File: config.mk
export PLATFORM = sky130hd
export DESIGN_NAME = clock_divider_sync_setup
export DESIGN_NICKNAME = d
export VERILOG_FILES = /design/src/clkdiv_pkg.sv /design/src/clock_divider_sync_setup.sv
export SDC_FILE = /design/constraint.sdc
export NUM_CORES = 1
export LEC_CHECK = 0
export BUFFER_PORTS_ARGS = -buffer_cell sky130_fd_sc_hd__buf_2
export CAP_MARGIN = 10
export CORE_MARGIN = 5
export CORE_UTILIZATION = 40
export CTS_BUF_LIST = sky130_fd_sc_hd__clkbuf_16
export DETAILED_ROUTE_END_ITERATION = 6
export GPL_ROUTABILITY_DRIVEN = 0
export GPL_TIMING_DRIVEN = 1
export PLACE_DENSITY = 0.57
export SYNTH_ARGS = -nofsm -noshare
export SYNTH_HDL_FRONTEND = slang
export SYNTH_SLANG_ARGS = --single-unit
File: constraint.sdc
create_clock -name i_clk -period 7.15 [get_ports i_clk]
set_input_delay 0.3575 -clock i_clk [delete_from_list [all_inputs] [get_ports i_clk]]
set_output_delay 0.3575 -clock i_clk [all_outputs]
set_load 0.005 [all_outputs]
File: src/clkdiv_pkg.sv
// constants, tables and state encodings for the strap-configured clock divider
package clkdiv_pkg;

  // ------------------------------------------------------------------
  // strap levels and output standards
  // ------------------------------------------------------------------
  localparam logic [1:0] LVL_ZERO  = 2'h0;   // ground
  localparam logic [1:0] LVL_THIRD = 2'h1;   // 1/3 supply, also an open pin
  localparam logic [1:0] LVL_TWO3  = 2'h2;   // 2/3 supply
  localparam logic [1:0] LVL_ONE   = 2'h3;   // full supply
  localparam logic [1:0] STD_OFF   = 2'h0;   // output switched off
  localparam logic [1:0] STD_LVDS  = 2'h1;   // differential standard
  localparam logic [1:0] STD_CMOS  = 2'h2;   // single-ended standard

  // ------------------------------------------------------------------
  // timing
  // ------------------------------------------------------------------
  localparam int         CLK_PERIOD_NS      = 40;  // input clock period
  localparam int         SYNC_MIN_LOW_NS    = 5;   // least request low time
  localparam int         SYNC_MIN_LOW_RAW   =
    (SYNC_MIN_LOW_NS + CLK_PERIOD_NS - 1) / CLK_PERIOD_NS;  // request low time in clocks
  localparam int         SYNC_MIN_LOW_CYC   = (SYNC_MIN_LOW_RAW < 1) ? 1 : SYNC_MIN_LOW_RAW;
  localparam logic [2:0] WAIT_CYCLES        = 3'h4;  // clocks from release to restart
  localparam logic [5:0] RATIO_BYPASS       = 6'h01; // divide-by-1 code value

  // ------------------------------------------------------------------
  // lookup tables, index 0 at the right
  // ------------------------------------------------------------------
  localparam logic [15:0][5:0] DIV_TABLE = {6'h20, 6'h1e, 6'h18, 6'h12, 6'h10, 6'h0f,
                                            6'h0c, 6'h0a, 6'h09, 6'h08, 6'h06, 6'h05,
                                            6'h04, 6'h03, 6'h02, 6'h01};
  localparam logic [15:0][5:0] ALT_TABLE = {6'h1f, 6'h1d, 6'h1c, 6'h1b, 6'h1a, 6'h19,
                                            6'h17, 6'h16, 6'h15, 6'h14, 6'h13, 6'h11,
                                            6'h0e, 6'h0d, 6'h0b, 6'h07};
  // {first, second, third} standards indexed by {usage, standard}
  localparam logic [15:0][5:0] MODE_TABLE = {6'h22, 6'h11, 6'h21, 6'h12, 6'h08, 6'h02,
                                             6'h01, 6'h00, 6'h29, 6'h16, 6'h15, 6'h2a,
                                             6'h18, 6'h14, 6'h28, 6'h04};
  // third output delay full scale in picoseconds, indexed by range level
  localparam logic [3:0][13:0] FULL_SCALE_PS = {14'h2d50, 14'h1770, 14'h0708, 14'h0000};

  // ------------------------------------------------------------------
  // alignment sequencer
  // ------------------------------------------------------------------
  typedef enum logic [1:0] {
    st_hold,
    st_wait,
    st_run
  } sync_state_t;

  localparam logic [2:0]  RST_SYNC_PIPE = 3'h0;   // request seen low until sampled
  localparam logic [32:0] RST_STRAP     = 33'h0;  // straps read as zero until sampled

endpackage : clkdiv_pkg

File: src/clock_divider_sync_setup.sv
// three-output strap-configured clock divider with sync alignment
`timescale 1ns/1ns
module clock_divider_sync_setup
  import clkdiv_pkg::*;
(
  input  wire logic       i_clk,                   // input clock, all logic
  input  wire logic       i_rst,                   // sync reset = power-on event
  input  wire logic       i_sync_request_n,        // low freezes, rising aligns
  input  wire logic [1:0] i_delay_range_pin,       // strap level code
  input  wire logic [1:0] i_output_standard_pin,   // strap level code
  input  wire logic [1:0] i_output_usage_pin,      // strap level code
  input  wire logic [1:0] i_fine_delay_low_pin,    // strap level code
  input  wire logic [1:0] i_fine_delay_high_pin,   // strap level code
  input  wire logic [1:0] i_shared_setting_a_low,  // strap level code
  input  wire logic [1:0] i_shared_setting_a_high, // strap level code
  input  wire logic [1:0] i_shared_setting_b_low,  // strap level code
  input  wire logic [1:0] i_shared_setting_b_high, // strap level code
  input  wire logic [1:0] i_shared_setting_c_low,  // strap level code
  input  wire logic [1:0] i_shared_setting_c_high, // strap level code
  input  wire logic [10:0] i_strap_open,           // per strap: pin left open
  output logic            o_first_clock_output,    // divided clock 0
  output logic            o_second_clock_output,   // divided clock 1
  output logic            o_third_clock_output,    // divided clock 2
  output logic [1:0]      o_first_standard,        // off / lvds / cmos
  output logic [1:0]      o_second_standard,       // off / lvds / cmos
  output logic [1:0]      o_third_standard,        // off / lvds / cmos
  output logic [1:0]      o_third_delay_range,     // full-scale select, 0 = bypass
  output logic [3:0]      o_third_fine_delay,      // sixteenths of full scale
  output logic [13:0]     o_third_delay_ps,        // resulting delay in ps
  output logic            o_aligned_run            // dividers released and running
);

  // ------------------------------------------------------------------
  // state record
  // ------------------------------------------------------------------
  typedef struct packed {
    logic [2:0]        sync_pipe;   // three-stage request synchroniser
    logic              sync_q;      // accepted request level
    logic [2:0][32:0]  strap_pipe;  // three-stage strap synchroniser
    logic [32:0]       strap_q;     // accepted strap vector
    sync_state_t       st;          // alignment sequencer state
    logic [2:0]        wcnt;        // release wait counter
    logic [2:0][5:0]   ratio;       // decoded divide ratios
    logic [2:0][3:0]   phase;       // decoded phase offsets
    logic [2:0][1:0]   mode;        // decoded output standards
    logic [1:0]        range;       // third output delay range
    logic [3:0]        fine;        // third output fine delay
    logic [13:0]       delay_ps;    // third output delay
    logic [2:0][4:0]   cnt;         // divider position
    logic [2:0][3:0]   dly;         // phase countdown after release
    logic [2:0]        out;         // divided outputs
    logic              run;         // registered run flag
  } state_t;

  state_t      s;       // registered state
  state_t      next_s;  // next state
  logic [32:0] raw;     // straps as seen at the pins

  assign raw = {i_strap_open,
                i_shared_setting_c_high, i_shared_setting_c_low,
                i_shared_setting_b_high, i_shared_setting_b_low,
                i_shared_setting_a_high, i_shared_setting_a_low,
                i_fine_delay_high_pin,   i_fine_delay_low_pin,
                i_output_usage_pin,      i_output_standard_pin,
                i_delay_range_pin};

  // ------------------------------------------------------------------
  // next-state logic
  // ------------------------------------------------------------------
  always_comb begin
    logic [10:0][1:0] lv;    // level of each strap, open folded in
    logic [32:0]      agree; // stages two and three match
    logic [1:0]       usage; // output usage strap
    logic [3:0]       code_a; // shared pair a
    logic [3:0]       code_b; // shared pair b
    logic [3:0]       code_c; // shared pair c
    logic [3:0]       code_f; // fine delay pair
    logic [17:0]      prod;  // full scale times sixteenths
    lv     = '0;
    agree  = '0;
    usage  = '0;
    code_a = '0;
    code_b = '0;
    code_c = '0;
    code_f = '0;
    prod   = '0;
    next_s = s;

    // pin synchronisers: a change counts once stages two and three agree
    next_s.sync_pipe = {s.sync_pipe[1:0], i_sync_request_n};
    if (s.sync_pipe[1] == s.sync_pipe[2]) begin
      next_s.sync_q = s.sync_pipe[2];
    end
    next_s.strap_pipe = {s.strap_pipe[1:0], raw};
    agree = ~(s.strap_pipe[1] ^ s.strap_pipe[2]);
    next_s.strap_q = (agree & s.strap_pipe[2]) | (~agree & s.strap_q);

    // strap levels, an open pin reads as the self-bias level
    for (int k = 0; k < 11; k++) begin
      lv[k] = s.strap_q[22 + k] ? LVL_THIRD : s.strap_q[2*k +: 2];
    end
    usage  = lv[2];
    code_f = {lv[4], lv[3]};   // high digit first
    code_a = {lv[6], lv[5]};
    code_b = {lv[8], lv[7]};
    code_c = {lv[10], lv[9]};

    // output standards from standard and usage straps
    {next_s.mode[0], next_s.mode[1], next_s.mode[2]} = MODE_TABLE[{usage, lv[1]}];

    // first output: pair c unless usage is 2/3
    next_s.ratio[0] = (usage != LVL_TWO3) ? DIV_TABLE[code_c] : RATIO_BYPASS;
    next_s.phase[0] = 4'h0;
    // second output: pair b divides unless usage is 1
    next_s.ratio[1] = (usage != LVL_ONE) ? DIV_TABLE[code_b] : RATIO_BYPASS;
    // second output phase from pair a when usage is 0
    next_s.phase[1] = (usage == LVL_ZERO) ? code_a : 4'h0;
    // third output divide: alternate table from pair c on usage 2/3, bypass on usage 0, else pair a
    if (usage == LVL_TWO3) begin
      next_s.ratio[2] = ALT_TABLE[code_c];
    end else if (usage != LVL_ZERO) begin
      next_s.ratio[2] = DIV_TABLE[code_a];
    end else begin
      next_s.ratio[2] = RATIO_BYPASS;
    end
    // third output phase: fine pair with delay bypassed, else pair b on usage 1, else zero
    if (lv[0] == LVL_ZERO) begin
      next_s.phase[2] = code_f;
    end else if (usage == LVL_ONE) begin
      next_s.phase[2] = code_b;
    end else begin
      next_s.phase[2] = 4'h0;
    end

    // analog delay setting for the third output
    next_s.range    = lv[0];
    next_s.fine     = (lv[0] != LVL_ZERO) ? code_f : 4'h0;
    prod            = 18'(FULL_SCALE_PS[lv[0]]) * 18'(next_s.fine);
    next_s.delay_ps = prod[17:4];

    // alignment sequencer; reset leaves it in hold for power-on alignment
    unique case (s.st)
      st_hold: begin
        // static hold until the request is released
        if (s.sync_q) begin
          next_s.st   = st_wait;
          next_s.wcnt = 3'h0;
        end
      end
      st_wait: begin
        // four input clocks after release
        if (!s.sync_q) begin
          next_s.st = st_hold;
        end else if (s.wcnt == WAIT_CYCLES - 3'h1) begin
          next_s.st = st_run;
        end else begin
          next_s.wcnt = s.wcnt + 3'h1;
        end
      end
      st_run: begin
        // a new request is accepted at any time
        if (!s.sync_q) begin
          next_s.st = st_hold;
        end
      end
      default: begin
        // an unused state code falls back to hold
        next_s.st = st_hold;
      end
    endcase
    next_s.run = (next_s.st == st_run);

    // the three dividers, all on the input clock
    for (int i = 0; i < 3; i++) begin
      if (s.mode[i] == STD_OFF) begin
        // disabled output: held low, kept out of alignment
        next_s.out[i] = 1'b0;
        next_s.cnt[i] = 5'h00;
        next_s.dly[i] = 4'h0;
      end else if (s.ratio[i] == RATIO_BYPASS) begin
        // bypass toggles on every input clock, sync has no effect
        next_s.out[i] = ~s.out[i];
        next_s.cnt[i] = 5'h00;
        next_s.dly[i] = 4'h0;
      end else if (s.st != st_run) begin
        // frozen at a static low, phase offset preloaded
        next_s.out[i] = 1'b0;
        next_s.cnt[i] = 5'h00;
        next_s.dly[i] = s.phase[i];
      end else if (s.dly[i] != 4'h0) begin
        // phase offset countdown before the first edge
        next_s.out[i] = 1'b0;
        next_s.dly[i] = s.dly[i] - 4'h1;
      end else begin
        // high for floor(N/2) clocks of every N
        next_s.out[i] = (s.cnt[i] < s.ratio[i][5:1]);
        if ({1'b0, s.cnt[i]} >= s.ratio[i] - 6'h01) begin
          next_s.cnt[i] = 5'h00;
        end else begin
          next_s.cnt[i] = s.cnt[i] + 5'h01;
        end
      end
    end
  end

  // ------------------------------------------------------------------
  // state register
  // ------------------------------------------------------------------
  always_ff @(posedge i_clk) begin
    if (i_rst) begin
      s            <= '0;
      s.sync_pipe  <= RST_SYNC_PIPE;
      s.sync_q     <= 1'b0;
      s.strap_pipe <= {3{RST_STRAP}};
      s.strap_q    <= RST_STRAP;
      s.st         <= st_hold;
    end else begin
      s <= next_s;
    end
  end

  // ------------------------------------------------------------------
  // outputs, straight from the state record
  // ------------------------------------------------------------------
  assign o_first_clock_output  = s.out[0];
  assign o_second_clock_output = s.out[1];
  assign o_third_clock_output  = s.out[2];
  assign o_first_standard      = s.mode[0];
  assign o_second_standard     = s.mode[1];
  assign o_third_standard      = s.mode[2];
  assign o_third_delay_range   = s.range;
  assign o_third_fine_delay    = s.fine;
  assign o_third_delay_ps      = s.delay_ps;
  assign o_aligned_run         = s.run;

  // ------------------------------------------------------------------
  // checks
  // ------------------------------------------------------------------

  // a held, enabled divider that is not bypassed stays low through the hold
  hold_static_a: assert property (
    @(posedge i_clk) disable iff (i_rst)
    (s.st == st_hold && s.mode[1] != STD_OFF && s.ratio[1] != RATIO_BYPASS)
      |=> !o_second_clock_output)
    else $error("held divider output not static low");

  // release waits exactly four clocks before the run state
  release_wait_a: assert property (
    @(posedge i_clk) disable iff (i_rst || !s.sync_q)
    (s.st == st_hold && s.sync_q) |=> (s.st == st_wait) [*4] ##1 (s.st == st_run))
    else $error("restart not four clocks after release");

  // a bypassed output keeps toggling whatever the sequencer does
  bypass_toggle_a: assert property (
    @(posedge i_clk) disable iff (i_rst)
    (s.mode[0] != STD_OFF && s.ratio[0] == RATIO_BYPASS)
      |=> (o_first_clock_output != $past(o_first_clock_output)))
    else $error("bypassed output stopped following the clock");

  // a switched-off output is held low
  disabled_low_a: assert property (
    @(posedge i_clk) disable iff (i_rst)
    (s.mode[2] == STD_OFF) |=> !o_third_clock_output)
    else $error("disabled output not low");

  // while the phase countdown runs no edge is produced
  phase_wait_a: assert property (
    @(posedge i_clk) disable iff (i_rst)
    (s.st == st_run && s.dly[1] != 4'h0 && s.mode[1] != STD_OFF
      && s.ratio[1] != RATIO_BYPASS) |=> !o_second_clock_output)
    else $error("edge before phase offset elapsed");

  // with a zero phase offset the first edge comes at once after the wait
  first_edge_a: assert property (
    @(posedge i_clk) disable iff (i_rst)
    (s.st == st_hold ##1 (s.st == st_wait) [*4] ##1 s.st == st_run && s.dly[1] == 4'h0
      && s.mode[1] != STD_OFF && s.ratio[1] != RATIO_BYPASS && s.sync_q)
      |=> o_second_clock_output)
    else $error("no first edge after zero phase offset");

  // usage 0 switches the third output off
  usage_off_a: assert property (
    @(posedge i_clk) disable iff (i_rst)
    (s.strap_q[5:4] == LVL_ZERO && !s.strap_q[24]) |=> (s.mode[2] == STD_OFF))
    else $error("third output not off for usage 0");

  // pair c on usage 2/3 picks the alternate third divide
  alt_divide_a: assert property (
    @(posedge i_clk) disable iff (i_rst)
    (s.strap_q[5:4] == LVL_TWO3 && !s.strap_q[24] && s.strap_q[32:31] == 2'h0)
      |=> (s.ratio[2] == ALT_TABLE[$past(s.strap_q[21:18])]))
    else $error("alternate third divide wrong");

  // pair c on usage 1/3 gives the first divide from the main table
  main_divide_a: assert property (
    @(posedge i_clk) disable iff (i_rst)
    (s.strap_q[5:4] == LVL_THIRD && !s.strap_q[24] && s.strap_q[32:31] == 2'h0)
      |=> (s.ratio[0] == DIV_TABLE[$past(s.strap_q[21:18])]))
    else $error("first divide wrong");

  // an open strap pin reads as the self-bias level
  open_strap_a: assert property (
    @(posedge i_clk) disable iff (i_rst)
    (s.strap_q[24] && s.strap_q[23:22] == 2'h0)
      |=> ({s.mode[0], s.mode[1], s.mode[2]}
           == MODE_TABLE[{LVL_THIRD, $past(s.strap_q[3:2])}]))
    else $error("open usage strap not read as one third");

  // pair a sets the second phase when usage is 0
  second_phase_a: assert property (
    @(posedge i_clk) disable iff (i_rst)
    (s.strap_q[5:4] == LVL_ZERO && s.strap_q[32:22] == 11'h000)
      |=> (s.phase[1] == $past(s.strap_q[13:10])))
    else $error("second phase not from pair a");

  // pair b sets the third phase on usage 1 with a delay range
  third_phase_a: assert property (
    @(posedge i_clk) disable iff (i_rst)
    (s.strap_q[5:4] == LVL_ONE && s.strap_q[1:0] != LVL_ZERO && s.strap_q[32:22] == 11'h000)
      |=> (s.phase[2] == $past(s.strap_q[17:14])))
    else $error("third phase not from pair b");

  // a bypassed delay hands the fine pair to the third phase
  fine_phase_a: assert property (
    @(posedge i_clk) disable iff (i_rst)
    (s.strap_q[1:0] == LVL_ZERO && s.strap_q[32:22] == 11'h000)
      |=> (s.phase[2] == $past(s.strap_q[9:6]) && s.delay_ps == 14'h0000))
    else $error("bypassed delay not used as phase");

  // usage 2/3 switches the first output off
  first_off_a: assert property (
    @(posedge i_clk) disable iff (i_rst)
    (s.strap_q[5:4] == LVL_TWO3 && !s.strap_q[24]) |=> (s.mode[0] == STD_OFF))
    else $error("first output not off for usage 2/3");

  // usage 1 switches the second output off
  second_off_a: assert property (
    @(posedge i_clk) disable iff (i_rst)
    (s.strap_q[5:4] == LVL_ONE && !s.strap_q[24]) |=> (s.mode[1] == STD_OFF))
    else $error("second output not off for usage 1");

  // a bypassed second output keeps toggling as well
  bypass_second_a: assert property (
    @(posedge i_clk) disable iff (i_rst)
    (s.mode[1] != STD_OFF && s.ratio[1] == RATIO_BYPASS)
      |=> (o_second_clock_output != $past(o_second_clock_output)))
    else $error("bypassed second output stopped");

  // an accepted request sends wait or run back to hold
  request_hold_a: assert property (
    @(posedge i_clk) disable iff (i_rst)
    (s.st != st_hold && !s.sync_q) |=> (s.st == st_hold && !o_aligned_run))
    else $error("request did not return to hold");

endmodule : clock_divider_sync_setup

# Word-level counts from Yosys, hierarchy flattened

Memory sizes are Yosys's and may differ from the RTL's. A register that Yosys moved wholly into a read port is not among the register bits.
Cells that the tools add are included.

$add $sub $neg: 10
$mul: 1
$lt $le $gt $ge: 10
Equality and inequality tests: 16
Muxes and demuxes: 50
Bitwise operators: 12
Reduce and logical (&&, ||, !) cells: 28

Operators with widths:

| cell                                               | count |
|---|---|
| AND 33 bit                                         | 2 |
| NOT 33 bit                                         | 2 |
| 2-to-1 mux 6 bit                                   | 8 |
| 2-to-1 mux 4 bit                                   | 9 |
| bitwise OR 33 bit                                  | 1 |
| XOR 33 bit                                         | 1 |
| binary-select mux 14 bit (select 2 bit)            | 1 |
| 2-to-1 mux 2 bit                                   | 14 |
| 2-to-1 mux 5 bit                                   | 4 |
| == test 6 x 1 -> 1 bit, second input constant      | 3 |
| greater-or-equal comparator 5 x 6 -> 1 bit         | 3 |
| multiplier 14 x 4 -> 18 bit                        | 1 |
| subtractor 6 x 1 -> 6 bit, second input constant   | 3 |
| adder 5 x 1 -> 5 bit, second input constant        | 3 |
| < comparator 4 x 5 -> 1 bit, second input constant | 3 |
| < comparator 5 bit                                 | 3 |
| 2-to-1 mux 14 bit                                  | 1 |
| logical NOT 2 bit                                  | 6 |
| != test 2 bit, second input constant               | 6 |
| nonzero test 2 bit                                 | 6 |
| nonzero test 4 bit                                 | 3 |
| OR reduction 2 bit                                 | 6 |
| OR reduction 4 bit                                 | 3 |
| subtractor 4 x 1 -> 4 bit, second input constant   | 3 |
| 13 further kinds                                   | 32 |

Register bits after elaboration: 222
Bits in read-only memories: 480
Input bits: 36
Output and inout bits: 30
Word-level logic and storage cells: 161
Memories: 5

Memory list:

| name            | words | bits a word | read ports | clocked after memory_dff | wr ports | RTL line                        | source |
|---|---|---|---|---|---|---|---|
| (no name shown) | 16    | 6           | 1          | 0                        | 0        | clock_divider_sync_setup.sv:122 | `next_s.ratio[2] = DIV_TABLE[code_a];` |
| (no name shown) | 16    | 6           | 1          | 0                        | 0        | clock_divider_sync_setup.sv:120 | `next_s.ratio[2] = ALT_TABLE[code_c];` |
| (no name shown) | 16    | 6           | 1          | 0                        | 0        | clock_divider_sync_setup.sv:115 | `next_s.ratio[1] = (usage != LVL_ONE) ? DIV_TABLE[code_b] : RATIO_BYPASS;` |
| (no name shown) | 16    | 6           | 1          | 0                        | 0        | clock_divider_sync_setup.sv:112 | `next_s.ratio[0] = (usage != LVL_TWO3) ? DIV_TABLE[code_c] : RATIO_BYPASS;` |
| (no name shown) | 16    | 6           | 1          | 1                        | 0        | clock_divider_sync_setup.sv:109 | `{next_s.mode[0], next_s.mode[1], next_s.mode[2]} = MODE_TABLE[{usage, lv[1]}];` |

# Logic depth before layout (Yosys ltp)

Gate-level depths: netlist (run 1).

Word-level depth: 5
Gate-level depth with buffers: 16
Gate-level depth less buffers: 16

# Worst setup path before layout (run 1)

OpenSTA, ideal clock, no wires.

Path kind: reg2reg
From: reg with a tool-made name
To: reg s (netlist bit o_third_delay_ps[13])
Arrival time: 3,780 ps
Required time: 7,027 ps
Slack: 3,246 ps
Cell stages (with the launch flop): 16
Buffers on the path: 0
Clock period less this slack: 3,904 ps
Cells stage by stage: dfxtp_1 -> nand2b_1 -> ha_1 -> nor3b_1 -> inv_1 -> nor2_1 -> inv_1 -> fa_1 -> inv_1 -> ha_1 -> ha_1 -> nor2b_4 -> o31a_1 -> o21a_1 -> a311oi_2 -> mux2_1

RTL lines:

| element              | RTL line                        | source |
|---|---|---|
| to (signal assigned) | clock_divider_sync_setup.sv:218 | `s <= next_s;` |
| to (decl)            | clock_divider_sync_setup.sv:55  | `state_t s;` |

==> impl_metrics.tcl, run 1 <==
set metrics [dict create \
    fin_ws_ns 2.690 \
    grt_pass1_wl_um 32910 \
    dp_hpwl_um 14100 \
    ys_seq_elements 224 \
    num_antenna_cells 0 \
    cp_slowest_cell "fa_1" \
    whs_ns 0.03602 \
    grt.total_usage_pct 13.36 \
    post_cts_buffers 0 \
    drt-initial-drc-count 335 \
    use_met1_pct 18.95 \
    crit_arrival_ns 4.87 \
    grt_pass1_vias 6742 \
    ys_types 61 \
    required_ns 7.56 \
    syn-cell-area_um2 10350 \
    max_stage_delay_ns 0.50 \
    clkLatencyLatePin_ns 0.53 \
    fin_util_pct 45.50 \
    cpLargestDelayFamily "adder cells" \
    power_density_nw_per_um2 223.3 \
    io_buffers 65 \
    h-tree-depth 1 \
    grt.met2_usage_pct 21.13 \
    finalClockSkew_ns 0.01151 \
    cts_root_buffer "clkbuf_16" \
    first_pass_iters 5 \
    rows 58 \
    antenna_found_initial 0 \
    synth_flop_cell "dfxtp_1" \
    seq_area_frac_synth_pct 43.33 \
    die_area_um2 29190 \
    route.final.wire_length_um 19530 \
    gr-total-overflow 0 \
    hold_viol 0 \
    final_nets 1307 \
    min_period_ns 4.460 \
    endpoint_kind "flop" \
    start_util_pct 40.86 \
    finalPower_mw 2.573 \
    slew_violations 0 \
    ir_drop_mv 0.1511 \
    cp.buffers_inverters 3 \
    clock.fmax_mhz 224.2 \
    path_max_fanout 14 \
    vias 7293 \
    clock-sinks 224 \
    ys_async_sr_fraction_pct 0 \
    setup_viol 0 \
    cap_violations 0 \
    pre_cts_slack_ns 2.684 \
    syn_avg_cell_area_um2 9.030 \
    cts.reportedPaths.clkPinSlew_ns 0.06 \
    cts_tree "yes" \
    p_leak_nw 4.809 \
    worst_slew_pin_slew_ns 0.9682 \
    hp-class "in2reg" \
    use_met3_pct 2.449 \
    synthToLayoutAreaGrowth_pct 11.35 \
    pin_count 66 \
    numCtsBuffers 25 \
    ys_warn_count 0 \
    rsz0062_at_grt "no" \
    cts_hold_buf 0 \
    die_w_um 170.8 \
    synth_nets 1282 \
    drive_above_1_share_pct 9.664 \
    status "complete, no violations" \
    clock_path_buffers 3 \
    cts.repair.resized 0 \
    drc 0 \
    synth_edf_count 0 \
    worstSetupPathType "reg2reg" \
    grt_max_degree 103 \
    coreArea_um2 25330 \
    layout_common_cells "dfxtp_1 (224), nor2b_1 (121), nand2_1 (105)" \
    die_h_um 170.8 \
    synthCells 1146 \
    ant_nets 0 \
    critPathLaunchType "flop" \
    fin_crit_sh_pct 62.37 \
    post_drt_wl_per_cell_um 12.85 \
    viasPerCell 4.798 \
    max-slew-margin-rel_pct 35.31 \
    setup-tns-final_ns 0 \
    busiest_layer "met2" \
    cp_cell_sequence "nand2b_1 > ha_1 > nor3b_1 > inv_1 > nor2_1 > inv_1 > fa_1 > inv_1 > ha_1 > ha_1 > nor2b_4 > o31a_1 > o21a_1 > a311oi_2 > mux2_1" \
    final_common_cell "dfxtp_1" \
]
-- area by class of cell --
class | count | area [µm²]
inverters | 81 | 304.0
multi-input cells | 773 | 5196
fillers | 2471 | 13800
clock inverters | 21 | 161.4
flip-flops and latches | 224 | 4484
clock buffers | 25 | 625.6
repair buffers | 66 | 339.1
well taps | 330 | 412.9
-- final timing paths --
check,end,depth (start not counted),from,slack (ns)
setup / recovery,o_third_delay_ps[13]$_SDFF_PP0_,15,flop,2.69
hold / removal,next_s[181]$_SDFF_PP0_,2,i_strap_open[1],0.04
setup reg to reg,o_third_delay_ps[13]$_SDFF_PP0_,15,flop,2.69
hold reg to reg,next_s[205]$_SDFF_PP0_,1,next_s[172]$_SDFF_PP0_,0.43
-- metrics by stage --
step | instance area (µm²) | std cells
3_3_place_gp | 10740 | 1474
3_5_place_dp | 10740 | 1474
5_1_grt | 11520 | 1520
4_1_cts | 11520 | 1520
2_1_floorplan | 10350 | 1146
6_report | 11520 | 1520
-- per-layer routing --
metal | wire length [µm] | part of all wire, % | up-vias
li1 | - | - | 3865
met1 | 9810 | 50 | 3293
met2 | 8501 | 44 | 109
met3 | 847 | 4.3 | 26
met4 | 374 | 1.9 | 0
met5 | 0 | 0 | -
-- where the power goes --
group	total (mW)	leakage, nW	switching, mW	internal, mW
Sequential	1.29	1.82	0.0108	1.27
Clock	1.21	0.397	0.502	0.711
Combinational	0.0747	2.59	0.0404	0.0343
-- kinds of logic after synthesis --
group	after synthesis	share of synthesized area (%)
DFF	224	43.33
adders and majority gates	100	13.11
xor gates and xnor gates	24	2.031
buffers and inverters	149	6.456
muxes	10	1.149
and+or+nand+nor	409	20.46
AOI/OAI and AO/OA	230	13.47
-- cell usage after synthesis, drive strengths merged (3+ instances only) --
cell / n / area share, %
a221oi: 3 / 0.25
o2bb2ai: 3 / 0.25
mux2: 5 / 0.54
nor3: 27 / 1.3
fa: 14 / 2.7
mux2i: 4 / 0.39
and2: 8 / 0.48
a311oi: 3 / 0.31
nand3: 21 / 1.0
or2: 10 / 0.60
o22ai: 4 / 0.24
o211ai: 3 / 0.22
o21ai: 67 / 3.2
a21oi: 84 / 4.1
nand2b: 18 / 1.1
clkbuf: 32 / 1.2
ha: 86 / 10
nor4b: 5 / 0.42
a31oi: 6 / 0.36
inv: 81 / 2.9
nand2: 105 / 3.8
a211o: 5 / 0.42
nand3b: 3 / 0.22
dfxtp: 224 / 43
nor3b: 7 / 0.51
a211oi: 11 / 0.80
nor2b: 122 / 7.4
o21bai: 4 / 0.29
xnor2: 21 / 1.8
or3: 11 / 0.67
xor2: 3 / 0.25
o21a: 5 / 0.36
a21o: 11 / 0.80
a221o: 8 / 0.77
buf: 36 / 2.4
nor2: 64 / 2.3
Power figures use the tool's default switching activity.
==> inputs of run 2 (changes only) <==
--- a/config.mk
+++ b/config.mk
@@ -13,7 +13,7 @@
 export DETAILED_ROUTE_END_ITERATION = 6
 export GPL_ROUTABILITY_DRIVEN = 0
 export GPL_TIMING_DRIVEN = 1
-export PLACE_DENSITY = 0.57
+export PLACE_DENSITY = 0.6
 export SYNTH_ARGS = -nofsm -noshare
 export SYNTH_HDL_FRONTEND = slang
 export SYNTH_SLANG_ARGS = --single-unit
==> constraint.sdc (replaced) <==
create_clock -name i_clk -period 4 [get_ports i_clk]
set_input_delay 0.2 -clock i_clk [delete_from_list [all_inputs] [get_ports i_clk]]
set_output_delay 0.2 -clock i_clk [all_outputs]
set_load 0.005 [all_outputs]
==> run 2 against run 1 <==
  * Clock-buffer cell count is the same
  * Critical endpoint unchanged
  * Combinational power is 110% higher
  * Clock skew up 0.0036 ns
  * Non-clock buffer count grew 46
  * Die area unchanged
==> impl_metrics.tcl, run 2 (synthesis results as in run 1) <==
set metrics [dict create \
    status "complete, no violations" \
    numCtsBuffers 25 \
    die_area_um2 29190 \
    vias 7559 \
    hold_path_end "o_third_delay_ps[9]$_SDFF_PP0_" \
    min_period_ns 3.793 \
    post_drt_wl_per_cell_um 12.72 \
    drc 0 \
    cts.reportedPaths.clkPinSlew_ns 0.06 \
    first_pass_iters 4 \
    io_buffers 65 \
    clock-sinks 224 \
    clock.fmax_mhz 263.7 \
    rsz0062_at_grt "no" \
    hp-start "i_rst" \
    setup-tns-final_ns 0 \
    cts_root_buffer "clkbuf_16" \
    placed_cells 1486 \
    viasPerCell 4.833 \
    slew_violations 0 \
    ant_nets 0 \
    required_ns 4.40 \
    die_h_um 170.8 \
    cts_tree "yes" \
    clkLatencyLatePin_ns 0.51 \
    start_util_pct 40.86 \
    fin_util_pct 47.74 \
    coreArea_um2 25330 \
    cp_cell_sequence "nand2b_4 > buf_4 > inv_1 > ha_1 > nand2_1 > inv_1 > fa_1 > inv_1 > fa_2 > fa_2 > nor2b_4 > o31a_1 > o21a_1 > a311oi_2 > mux2_1" \
    h-tree-depth 1 \
    critPathLaunchType "flop" \
    drt-initial-drc-count 377 \
    fin_cells 1564 \
    hold_path_depth 2 \
    worstSetupPathType "reg2reg" \
    p_leak_nw 5.047 \
    synthToLayoutAreaGrowth_pct 16.84 \
    max_stage_delay_ns 0.60 \
    rows 58 \
    cap_violations 0 \
    worst_slew_pin_slew_ns 1.111 \
    grt_max_degree 117 \
    cp_slowest_cell "fa_2" \
    pin_count 66 \
    route.final.wire_length_um 19890 \
    reg2reg_to "o_third_delay_ps[13]$_SDFF_PP0_" \
    crit_arrival_ns 4.19 \
    gr-total-overflow 0 \
    endpoint_kind "flop" \
    fin_crit_sh_pct 94.82 \
    max-slew-margin-rel_pct 25.96 \
    num_antenna_cells 0 \
    whs_ns 0.1057 \
    die_w_um 170.8 \
    grt.total_usage_pct 13.47 \
    antenna_found_initial 0 \
    ff2ff_setup_slack_ns 0.21 \
    drive_above_1_share_pct 11.51 \
    layout_common_cells "dfxtp_1 (223), nor2b_1 (121), nand2_1 (105)" \
    final_common_cell "dfxtp_1" \
    finalClockSkew_ns 0.01510 \
    dp_hpwl_um 14120 \
    hp-class "in2reg" \
    grt_pass1_vias 6964 \
    final_nets 1353 \
    worstRegToRegCells 15 \
    grt_pass1_wl_um 33420 \
    path_max_fanout 6 \
    ir_drop_mv 0.3884 \
    finalPower_mw 4.816 \
    power_density_nw_per_um2 398.3 \
    hold_viol 0 \
    crit_top_cell "inv_1" \
    setup_viol 0 \
    clock_path_buffers 3 \
]
==> run 2: cell count changes in the layout (fill, tap and decap cells not counted), sizes merged <==
cell and change:
bufinv +3, inv -1, buf +12, clkinvlp +1, clkinv -5, dlygate4sd3 +34
==> run 2: layout make-up <==
class / instances / area [µm²]
flip-flops and latches: 224 / 4486
inverters: 81 / 304.0
clock inverters: 19 / 235.2
repair buffers: 112 / 769.5
clock buffers: 25 / 625.6
fillers: 2343 / 13240
well taps: 330 / 412.9
multi-input cells: 773 / 5259
==> run 2: timing repair <==
item,in CTS,in global routing
hold buffers,34,0
setup endpoints to repair,1,4
hold endpoints to repair,34,0
buffers inserted,0,0
pin swaps,0,4
gates resized for setup,1,12
==> run 2: where the power goes <==
| group | switching (mW) | internal [mW] | total (mW) |
|---|---|---|---|
| Clock | 0.894 | 1.46 | 2.36 |
| Sequential | 0.0195 | 2.28 | 2.30 |
| Combinational | 0.0762 | 0.0837 | 0.160 |
==> run 2: through the flow <==
step                worst slack, ns  instance area (µm²)
floorplan                   0.09636                10350
global placement            0.07421                10830
detailed placement        -0.001311                10830
CTS                       0.0001044                12030
global route                0.02628                12090
finish                       0.2073                12090
==> run 2: metal layers <==
| layer | share of wire, % | vias up | global-route usage [%] |
|---|---|---|---|
| met5 | 0 | - | 0 |
| met4 | 1.9 | 0 | 3.410 |
| met3 | 4.3 | 25 | 2.287 |
| met2 | 44 | 108 | 21.13 |
| met1 | 49 | 3455 | 19.40 |
| li1 | - | 3971 | - |
==> run 2: how the worst max path moves through the flow <==
stage	from	endpoint	slack (ns)	cells past startpoint
6_report	flop	o_third_delay_ps[13]$_SDFF_PP0_	0.21	15
2_1_floorplan	flop	o_third_delay_ps[13]$_SDFF_PP0_	0.1	15
3_3_place_gp	flop	o_third_delay_ps[12]$_SDFF_PP0_	0.07	13
5_1_grt	flop	o_third_delay_ps[12]$_SDFF_PP0_	0.03	13
4_1_cts	flop	o_third_delay_ps[12]$_SDFF_PP0_	0.0001	13
3_5_place_dp	flop	o_third_delay_ps[12]$_SDFF_PP0_	-0.001	14
==> run 2: worst max-delay path, delay by kind of cell, from the launching register on <==
kind	cells	cell delay (ns)
buffers and inverters	4	0.33
AOI/OAI and AO/OA	3	0.75
muxes	1	0.34
and+or+nand+nor	3	0.32
adders and majority gates	4	1.56
DFF	1	0.37
==> inputs of run 3 (changes only) <==
--- a/config.mk
+++ b/config.mk
@@ -14,6 +14,7 @@
 export GPL_ROUTABILITY_DRIVEN = 0
 export GPL_TIMING_DRIVEN = 1
 export PLACE_DENSITY = 0.6
+export RECOVER_POWER = 100
 export SYNTH_ARGS = -nofsm -noshare
 export SYNTH_HDL_FRONTEND = slang
 export SYNTH_SLANG_ARGS = --single-unit
==> run 3 against run 2 <==
  * The run now ends with capacitance limit, slew limit left
  * Non-clock buffer count stayed put
  * Die area stayed put
  * Sequential share of layout area is 0.10 points higher
  * Combinational power hardly changed
  * Clock skew is 0.0013 ns higher
  * Wire length hardly changed
  * Global-route usage stayed put
  * Register-to-register slack hardly changed
  * Core utilization is 0.13 points lower
  * Largest cell class unchanged
  * Largest power group unchanged
  * Highest routed layer unchanged
==> impl_metrics.tcl, run 3 (synthesis results as in run 1) <==
set metrics [dict create \
    placed_cells 1486 \
    grt_pass1_vias 6964 \
    p_leak_nw 4.977 \
    worstSetupPathType "reg2reg" \
    drt-initial-drc-count 443 \
    ff2ff_setup_slack_ns 0.20 \
    hold_path_depth 1 \
    coreArea_um2 25330 \
    crit_top_cell "inv_1" \
    clock.fmax_mhz 263.2 \
    seqCellArea_um2 4486 \
    final_common_cell "dfxtp_1" \
    whs_ns 0.4251 \
    setup_viol 0 \
    fillers 2354 \
    hp-start "next_s[187]$_SDFF_PP0_" \
    grt.total_usage_pct 13.47 \
    pin_count 66 \
    layout_common_cells "dfxtp_1 (223), nor2b_1 (121), nand2_1 (105)" \
    first_pass_iters 4 \
    vias 7559 \
    start_util_pct 40.86 \
    cap_violations 2 \
    slew_violations 193 \
    path_max_fanout 6 \
    post_drt_wl_per_cell_um 12.72 \
    cts.reportedPaths.clkPinSlew_ns 0.06 \
    rsz0062_at_grt "no" \
    violations "capacitance limit, slew limit" \
    rows 58 \
    final_nets 1353 \
    finalClockSkew_ns 0.01641 \
    stdcell_area_um2 12060 \
    reg2reg_to "o_third_delay_ps[13]$_SDFF_PP0_" \
    clock_path_buffers 3 \
    critPathLaunchType "flop" \
    min_period_ns 3.799 \
    hold_viol 0 \
    cp_cell_sequence "nand2b_4 > buf_4 > inv_1 > ha_1 > nand2_1 > inv_1 > fa_1 > inv_1 > fa_2 > fa_1 > nor2b_4 > o31a_1 > o21a_1 > a311oi_2 > mux2_1" \
    ant_nets 0 \
    synthToLayoutAreaGrowth_pct 16.53 \
    setup-tns-final_ns 0 \
    grt_pass1_wl_um 33420 \
    ir_drop_mv 0.3886 \
    worst_slew_pin_slew_ns 2.152 \
    io_buffers 65 \
    required_ns 4.40 \
    cts_tree "yes" \
    worstRegToRegCells 15 \
    grt_max_degree 117 \
    die_w_um 170.8 \
    h-tree-depth 1 \
    finalPower_mw 4.819 \
    clock-sinks 224 \
    dpl_cell_area_um2 10830 \
    drive_above_1_share_pct 10.13 \
    status "finished, violations left" \
    numCtsBuffers 25 \
    fin_cells 1564 \
    endpoint_kind "flop" \
    route.final.wire_length_um 19900 \
    power_density_nw_per_um2 399.6 \
    fin_crit_sh_pct 94.98 \
    hold_path_end "next_s[220]$_SDFF_PP0_" \
    cts_root_buffer "clkbuf_16" \
    viasPerCell 4.833 \
    max_stage_delay_ns 0.59 \
    antenna_found_initial 0 \
    cp_slowest_cell "fa_2" \
    drc 0 \
    max-slew-margin-rel_pct -43.44 \
    crit_arrival_ns 4.20 \
    die_h_um 170.8 \
    num_antenna_cells 0 \
    clkLatencyLatePin_ns 0.52 \
    die_area_um2 29190 \
    gr-total-overflow 0 \
    dp_hpwl_um 14120 \
    multi_input_area_um2 5256 \
    hp-class "reg2reg" \
]
run 3: changes by cell type in the layout (fill, tap and decap cells not counted):
cell,delta
o21ai_1,-4
or2_2,-1
buf_4,-2
fa_2,-1
clkbuf_1,+15
buf_6,-1
or2_0,+1
clkbuf_2,+2
o21ai_0,+4
fa_1,+1
buf_2,-14
run 3: worst max-delay path by stage:
stage / endpoint / from / cells after the start / slack [ns]
floorplan: o_third_delay_ps[13]$_SDFF_PP0_ / flop / 15 / 0.1
global placement: o_third_delay_ps[12]$_SDFF_PP0_ / flop / 13 / 0.07
detailed placement: o_third_delay_ps[12]$_SDFF_PP0_ / flop / 14 / -0.001
CTS: o_third_delay_ps[12]$_SDFF_PP0_ / flop / 13 / 0.0001
global route: o_third_delay_ps[13]$_SDFF_PP0_ / flop / 15 / 0.02
finish: o_third_delay_ps[13]$_SDFF_PP0_ / flop / 15 / 0.20
run 3: report_power, final:
part	switching, mW	internal [mW]	leakage [nW]
clock network	0.897	1.46	0.429
logic	0.0761	0.0838	2.72
registers	0.0196	2.28	1.82
run 3: area by class of cell:
cell class                 instances  area share (%)
timing repair buffer             112           6.132
clock buffer                      25           5.188
multi-input combinational        773           43.59
tap                              330           3.424
sequential                       224           37.20
clock inverter                    19           1.951
inverter                          81           2.521
run 3: per-layer routing:
layer  GRT usage [%]  up-vias  wire length (µm)
met1           19.40     3469              9845
met3           2.287       25               852
met5               0        -                 0
met4           3.410        0               380
li1                -     3967                 -
met2           21.13       98              8822
run 3: worst max-delay path: cells and delay by family, from the launching register on:
family | cells | cell delay [ns]
fa+ha+maj | 4 | 1.55
compound gates | 3 | 0.76
flops | 1 | 0.37
mux | 1 | 0.34
simple gates | 3 | 0.33
buf+inv | 4 | 0.33
run 3: what timing repair did:
item | 4_1_cts | 5_1_grt
setup buffers | 0 | 0
gates resized for setup | 1 | 12
setup endpoints to repair | 1 | 4
hold endpoints to repair | 34 | 0
pin swaps | 0 | 4
hold buffers | 34 | 0
run 3: per-stage QoR:
step | setup WS [ns] | utilization [%]
6_report | 0.2009 | 47.61
5_1_grt | 0.01841 | 47.61
4_1_cts | 0.0001044 | 47.50
3_5_place_dp | -0.001311 | 42.75
3_3_place_gp | 0.07421 | 42.75
2_1_floorplan | 0.09636 | -
